File: config.mk
export PLATFORM = sky130hd
export DESIGN_NAME = rsb_core
export DESIGN_NICKNAME = d
export VERILOG_FILES = /design/src/core/rsb_pkg.sv /design/src/core/rsb_alu.sv /design/src/core/rsb_core.sv
export SDC_FILE = /design/constraint.sdc
export NUM_CORES = 2
export LEC_CHECK = 0
export BUFFER_PORTS_ARGS = -buffer_cell sky130_fd_sc_hd__buf_2
export CORE_ASPECT_RATIO = 1.1
export CORE_MARGIN = 2
export CORE_UTILIZATION = 35
export DETAILED_ROUTE_END_ITERATION = 7
export GPL_ROUTABILITY_DRIVEN = 0
export SYNTH_ARGS = -nofsm -noshare
export SYNTH_HDL_FRONTEND = slang
export SYNTH_SLANG_ARGS = --single-unit
File: constraint.sdc
create_clock -name clk_sys -period 17 [get_ports clk_sys]
set_clock_uncertainty 0.05 [all_clocks]
set_input_delay 3.4 -clock clk_sys [delete_from_list [all_inputs] [get_ports clk_sys]]
set_output_delay 3.4 -clock clk_sys [all_outputs]
set_load 0.01 [all_outputs]
File: src/core/rsb_pkg.sv
// Shared constants and types for the rotate / subtract-with-borrow / special-page datapath.
// Assumes a single 100 MHz clock and a synchronous active-low reset.
package rsb_pkg;

  localparam int          DATA_W       = 8;
  localparam int          FILE_DEPTH   = 128;
  localparam int          FILE_AW      = 7;
  localparam int          SP_DEPTH     = 32;
  localparam int          SP_AW        = 5;
  localparam logic        DEST_WORKING = 1'b0;
  localparam logic        DEST_FILE    = 1'b1;
  localparam logic [7:0]  ACC_RST      = 8'h00;
  localparam logic        FLAG_RST     = 1'b0;
  localparam logic [7:0]  RESULT_ZERO  = 8'h00;
  localparam int          HALF_POS     = 4;
  localparam int          OP_CYCLES    = 1;

  typedef enum logic [2:0] {
    OP_IDLE,
    OP_ROTATE_RIGHT,
    OP_SBC_REG,
    OP_SBC_IMM,
    OP_SP_READ
  } rsb_op_t;

  // True for both subtract-with-borrow forms, which update all three flags
  function automatic logic is_sbc(input rsb_op_t op);
    return (op == OP_SBC_REG) || (op == OP_SBC_IMM);
  endfunction : is_sbc

  // True for the forms whose result may go back to the file register
  function automatic logic uses_dest(input rsb_op_t op);
    return (op == OP_ROTATE_RIGHT) || (op == OP_SBC_REG);
  endfunction : uses_dest

endpackage : rsb_pkg

File: src/core/rsb_alu.sv
// Combinational result and flag generation for rotate and subtract-with-borrow.
// Assumes operands are already selected and held stable by the caller.
module rsb_alu
  import rsb_pkg::*;
(
  input  rsb_pkg::rsb_op_t    op,
  input  wire logic [7:0]     file_val,
  input  wire logic [7:0]     imm,
  input  wire logic [7:0]     acc,
  input  wire logic           carry_in,
  output logic      [7:0]     result,
  output logic                carry_out,
  output logic                zero_out,
  output logic                half_out
);

  logic [7:0] operand;
  logic [8:0] sum;
  logic [4:0] low_sum;

  always_comb
  begin
    operand   = (op == OP_SBC_IMM) ? imm : file_val;
    // Borrow is encoded inverted: the add of the complement carries out when none occurs
    sum       = {1'b0, operand} + {1'b0, ~acc} + {8'h00, carry_in};
    low_sum   = {1'b0, operand[3:0]} + {1'b0, ~acc[3:0]} + {4'h0, carry_in};
    result    = sum[7:0];
    carry_out = sum[8];
    zero_out  = (sum[7:0] == RESULT_ZERO);
    half_out  = low_sum[HALF_POS];
    if (op == OP_ROTATE_RIGHT)
    begin
      result    = {carry_in, file_val[7:1]};
      carry_out = file_val[0];
      zero_out  = 1'b0;
      half_out  = 1'b0;
    end
  end

endmodule : rsb_alu

File: src/core/rsb_core.sv
// Working register, flags, file registers and special-page registers with one-cycle
// execution of rotate-right, subtract-with-borrow and special-page read.
// Assumes the surrounding core presents one decoded operation per clock on op_valid.
module rsb_core
  import rsb_pkg::*;
#(
  parameter int FILE_N = FILE_DEPTH,
  parameter int SP_N   = SP_DEPTH
)
(
  input  wire logic               clk_sys,
  input  wire logic               rst_n,
  input  wire logic               op_valid,
  input  rsb_pkg::rsb_op_t        op_code,
  input  wire logic [FILE_AW-1:0] file_addr,
  input  wire logic               dest_sel,
  input  wire logic [7:0]         imm,
  input  wire logic [SP_AW-1:0]   sp_index,
  input  wire logic               load_acc_en,
  input  wire logic [7:0]         load_acc_data,
  input  wire logic               load_carry_en,
  input  wire logic               load_carry,
  input  wire logic               load_file_en,
  input  wire logic [FILE_AW-1:0] load_file_addr,
  input  wire logic [7:0]         load_file_data,
  input  wire logic               load_sp_en,
  input  wire logic [SP_AW-1:0]   load_sp_index,
  input  wire logic [7:0]         load_sp_data,
  input  wire logic [FILE_AW-1:0] peek_addr,
  output logic      [7:0]         peek_data,
  output logic      [7:0]         working_register,
  output logic                    carry_flag,
  output logic                    zero_flag,
  output logic                    half_carry_flag,
  output logic                    op_done
);

  logic [7:0] file_mem [FILE_N];
  logic [7:0] sp_mem   [SP_N];

  logic [7:0] acc_q, acc_d;
  logic       carry_q, carry_d;
  logic       zero_q, zero_d;
  logic       half_q, half_d;
  logic       done_q, done_d;
  logic [7:0] peek_q, peek_d;

  logic [7:0]         file_rd;
  logic [7:0]         sp_rd;
  logic [7:0]         alu_res;
  logic               alu_c;
  logic               alu_z;
  logic               alu_h;
  logic               file_we;
  logic [FILE_AW-1:0] file_wa;
  logic [7:0]         file_wd;

  assign file_rd = file_mem[file_addr];
  assign sp_rd   = sp_mem[sp_index];

  rsb_alu u_alu (
    .op        (op_code),
    .file_val  (file_rd),
    .imm       (imm),
    .acc       (acc_q),
    .carry_in  (carry_q),
    .result    (alu_res),
    .carry_out (alu_c),
    .zero_out  (alu_z),
    .half_out  (alu_h)
  );

  // Operations take priority; the load ports only act in cycles with op_valid low
  always_comb
  begin
    acc_d   = acc_q;
    carry_d = carry_q;
    zero_d  = zero_q;
    half_d  = half_q;
    done_d  = op_valid && (op_code != OP_IDLE);
    peek_d  = file_mem[peek_addr];
    file_we = 1'b0;
    file_wa = file_addr;
    file_wd = alu_res;
    if (op_valid)
    begin
      unique case (op_code)
        OP_IDLE: ;
        OP_ROTATE_RIGHT, OP_SBC_REG:
        begin
          if (dest_sel == DEST_FILE)
            file_we = 1'b1;
          else
            acc_d = alu_res;
          carry_d = alu_c;
          if (is_sbc(op_code))
          begin
            zero_d = alu_z;
            half_d = alu_h;
          end
        end
        OP_SBC_IMM:
        begin
          acc_d   = alu_res;
          carry_d = alu_c;
          zero_d  = alu_z;
          half_d  = alu_h;
        end
        OP_SP_READ:
          acc_d = sp_rd;
      endcase
    end
    else
    begin
      if (load_acc_en)
        acc_d = load_acc_data;
      if (load_carry_en)
        carry_d = load_carry;
      if (load_file_en)
      begin
        file_we = 1'b1;
        file_wa = load_file_addr;
        file_wd = load_file_data;
      end
    end
  end

  always_ff @(posedge clk_sys)
  begin
    if (!rst_n)
    begin
      acc_q   <= ACC_RST;
      carry_q <= FLAG_RST;
      zero_q  <= FLAG_RST;
      half_q  <= FLAG_RST;
      done_q  <= 1'b0;
      peek_q  <= ACC_RST;
    end
    else
    begin
      acc_q   <= acc_d;
      carry_q <= carry_d;
      zero_q  <= zero_d;
      half_q  <= half_d;
      done_q  <= done_d;
      peek_q  <= peek_d;
    end
  end

  // Storage arrays carry no reset; software must initialise them before use
  always_ff @(posedge clk_sys)
  begin
    if (file_we)
      file_mem[file_wa] <= file_wd;
  end

  // Special-page registers are never written by a read, only by the load port
  always_ff @(posedge clk_sys)
  begin
    if (load_sp_en && !op_valid)
      sp_mem[load_sp_index] <= load_sp_data;
  end

  assign working_register = acc_q;
  assign carry_flag       = carry_q;
  assign zero_flag        = zero_q;
  assign half_carry_flag  = half_q;
  assign op_done          = done_q;
  assign peek_data        = peek_q;

  // Reference values computed apart from the datapath, for the checks below
  logic [8:0] ref_reg_sum;
  logic [8:0] ref_imm_sum;
  assign ref_reg_sum = {1'b0, file_rd} + {1'b0, ~acc_q} + {8'h00, carry_q};
  assign ref_imm_sum = {1'b0, imm} + {1'b0, ~acc_q} + {8'h00, carry_q};
endmodule : rsb_core

==> flow_summary.ini <==
[cells_and_area]
final_cell_mix = edfxtp_1 (1280), mux4_2 (610), nor2_1 (204), clkbuf_16 (144), mux2i_1 (102)
seqCellArea_um2 = 38800
drive_above_1_share_pct = 33.6
fillCellCount = 14903
final_cells = 5421
final_common_cell = edfxtp_1
multiInputGateArea_um2 = 19500
postLayoutCoreUtil_pct = 39.8
synthToLayoutAreaGrowth_pct = 13.1
nets = 3142

[cts]
hold_buffers = 0
cts_root_buffer = clkbuf_16
clk_path_buf_depth = 3
cts_tree = done
post-cts-setup-buffers = 0
htree_levels = 4
clk_latency_ns = 0.79
ctsResizeCount = 0
cts-buffers-inserted = 142
clkTransAtPathRegs_ns = 0.06
clock-sinks = 1300

[logic_synthesis]
ys_ff_latch = 1300
synth-edff-count = 1280
synth_seq_area_share_pct = 65.4
synthArstFlopShare_pct = 0
ys_warn_count = 0
synthesis.instances = 2932
synth_area_per_cell_um2 = 20.3
ys.flop_type = edfxtp_1
netlist_area_um2 = 59400
synth_nets = 3016
synthDistinctLibCells = 70

[timing]
timing.final.crit_share_pct = 62.4
hold_ws_ns = 0.422
tns_ns = 0
hold_viol_final = 0
fmax_mhz = 94.2
rsz0062_at_grt = false
tightest_slew_ns = 1.30
slew_headroom_pct = 12.8
drv_slew = 0
setup_violations = 0
fin_crit_ns = 10.61

[worst_setup_path]
crit_fanout = 89
ff2ff_path_depth = 16
r2r-start = file_mem[71][0]
cp_top_family = buffers and inverters
cp-start-kind = input pin
cp.buffers_inverters = 5
worst-setup-path-type = input pin to flip-flop
reg2reg_to = file_mem[96][4]
cp.required_ns = 17.40
r2r_slack_ns = 10.39
cp.arrival_ns = 11.02
critPathMaxStageDelay_ns = 1.00
path_cells = buf_8 > buf_4 > buf_12 > mux4_2 > mux4_2 > nand2_1 > nand2_1 > a221o_1 > mux2i_1 > fa_1 > inv_1 > fa_1 > a21o_1 > a21oi_1 > xnor2_1 > mux2i_1 > a21oi_4 > buf_4
worst_setup_path_end_kind = flip-flop
cpMaxStageDelayCell = a21oi_4

[status]
status = finished clean

[power]
p_seq_share_pct = 49.4
ir_drop_v = 0.0000818
power.switching_w = 0.00190
cellLeakagePower_nw = 20.8
powerDensity_nw_per_um2 = 114
clock_power_share_pct = 39.6
switching_share_pct = 24.7
p_int_w = 0.00577
p_comb_share_pct = 10.9

[hold_path]
hold_end = zero_flag
hp-class = flip-flop to flip-flop
hold_depth = 2
min_from = zero_flag

[global_routing]
grt_usage_pct = 19.9
grt_pass1_wl_um = 246000
grt_max_degree = 129
grt_pass1_vias = 33007
grt_overflow = 0
antenna_found_initial = 27

[routing]
drc = 0
initialDrtViolationCount = 3228
avgRoutedWirePerCell_um = 31.8
first_pass_iters = 8
detail_route.vias_per_cell = 5.93
antenna_left = 0
vias = 32138
drt_wl_total_um = 172000

[floorplanning]
start_util_pct = 35.2
die_h_um = 436
rows = 158
coreArea_um2 = 169000
io_pins = 95
die-area_um2 = 173000
fp.dieW_um = 397

[place]
dp.cells = 5153
dp_hpwl_um = 110000
port_buffers = 94

[flow_run]
maxCapViolations = 0
[cell type report]
type | count | area share (%)
sequential | 1300 | 57.8
multi-input combinational | 1399 | 29.0
clock inverter | 78 | 1.19
inverter | 21 | 0.117
antenna | 9 | 0.0335
tap | 2240 | 4.17
clock buffer | 180 | 5.64
timing repair buffer | 194 | 1.99
[worst register-to-register path, cell delays in order, from the launching register on]
cell	delay [ns]
edfxtp_1	0.38
mux4_2	0.54
mux4_2	0.48
nand2_1	0.09
a211o_1	0.26
o211ai_1	0.28
a221o_1	0.45
mux2i_1	0.22
fa_1	0.24
inv_1	0.06
fa_1	0.44
a21o_1	0.18
a21oi_1	0.33
xnor2_1	0.24
mux2i_1	0.20
a21oi_4	1.00
buf_4	0.76
[per-layer routing]
metal / wire [um] / vias up / GRT usage, % / part of all wire (%)
met3: 15800 / 321 / 5.15 / 9.2
li1: - / 12969 / - / -
met4: 5630 / 36 / 6.51 / 3.3
met2: 85200 / 1480 / 32.9 / 49
met5: 217 / - / 0 / 0.13
met1: 65500 / 17332 / 25.4 / 38
[per-stage QoR]
| step | worst slack (ns) | total power [W] | instance area (um^2) |
|---|---|---|---|
| after global placement | 5.57 | 0.00468 | 62500 |
| after detailed placement | 5.43 | 0.00470 | 62500 |
| after CTS | 6.24 | 0.00771 | 67100 |
| after global routing | 5.83 | 0.00789 | 67200 |
| final | 6.39 | 0.00767 | 67200 |
| after floorplan | 3.46 | 0.00442 | 59400 |
[flip-flops by register name, summed over array words and instances, names as in the netlist]
register	count
carry_flag	1
file_mem	1024
half_carry_flag	1
op_done	1
peek_data	8
sp_mem	256
working_register	8
zero_flag	1
[cell families after synthesis]
kind of cell             after synthesis  share of synthesized area [%]
AND/OR/NAND/NOR                      378                           2.83
adder cells (fa/ha/maj)               10                          0.232
buffers and inverters                233                           2.00
XOR/XNOR                               5                         0.0737
AO/OA/AOI/OAI                        233                           2.95
multiplexers                         773                           26.5
flip-flops                          1300                           65.4
[synthesized netlist by cell type, types with 4 or more instances]
master | n | area (um^2)
a2111oi_0 | 6 | 52.6
a21oi_1 | 28 | 140
a221oi_1 | 41 | 359
a22o_1 | 16 | 140
a22oi_1 | 27 | 203
and2_1 | 8 | 50.1
and3_1 | 7 | 43.8
buf_1 | 23 | 86.3
buf_12 | 6 | 120
buf_2 | 60 | 300
buf_4 | 20 | 150
buf_6 | 9 | 101
clkbuf_1 | 94 | 353
dfxtp_1 | 20 | 400
edfxtp_1 | 1280 | 38400
ha_1 | 7 | 87.6
inv_1 | 19 | 71.3
mux2_2 | 39 | 439
mux2i_1 | 102 | 1020
mux4_1 | 22 | 578
mux4_2 | 610 | 13700
nand2_1 | 72 | 270
nand3_1 | 20 | 100
nand3b_1 | 12 | 90.1
nor2_1 | 207 | 777
nor2b_1 | 11 | 68.8
nor3_1 | 5 | 25.0
nor3b_1 | 6 | 45.0
nor4_1 | 5 | 31.3
o211ai_1 | 8 | 60.1
o21ai_0 | 24 | 120
o221ai_1 | 34 | 298
o22ai_1 | 11 | 68.8
o31ai_1 | 7 | 52.6
or3_1 | 6 | 37.5
or3b_2 | 4 | 35.0
or4_1 | 6 | 45.0
xnor2_1 | 4 | 35.0
[power groups by stage]
stage	logic [W]	registers [W]	clock network (W)
final	0.000840	0.00379	0.00304
after global routing	0.000894	0.00379	0.00320
after CTS	0.000836	0.00379	0.00308
after detailed placement	0.000837	0.00386	0
after global placement	0.000823	0.00386	0
after floorplan	0.000487	0.00393	0
[worst max-delay path by stage]
stage,cells after the start,start,to
after global placement,15,file_addr[0],file_mem[69][7]
final,18,file_addr[0],file_mem[96][4]
after floorplan,19,file_addr[0],file_mem[0][6]
after CTS,15,file_addr[0],file_mem[52][7]
after global routing,18,file_addr[0],file_mem[118][4]
after detailed placement,15,file_addr[0],file_mem[69][7]
No activity file was read; power rests on OpenSTA's default activity.
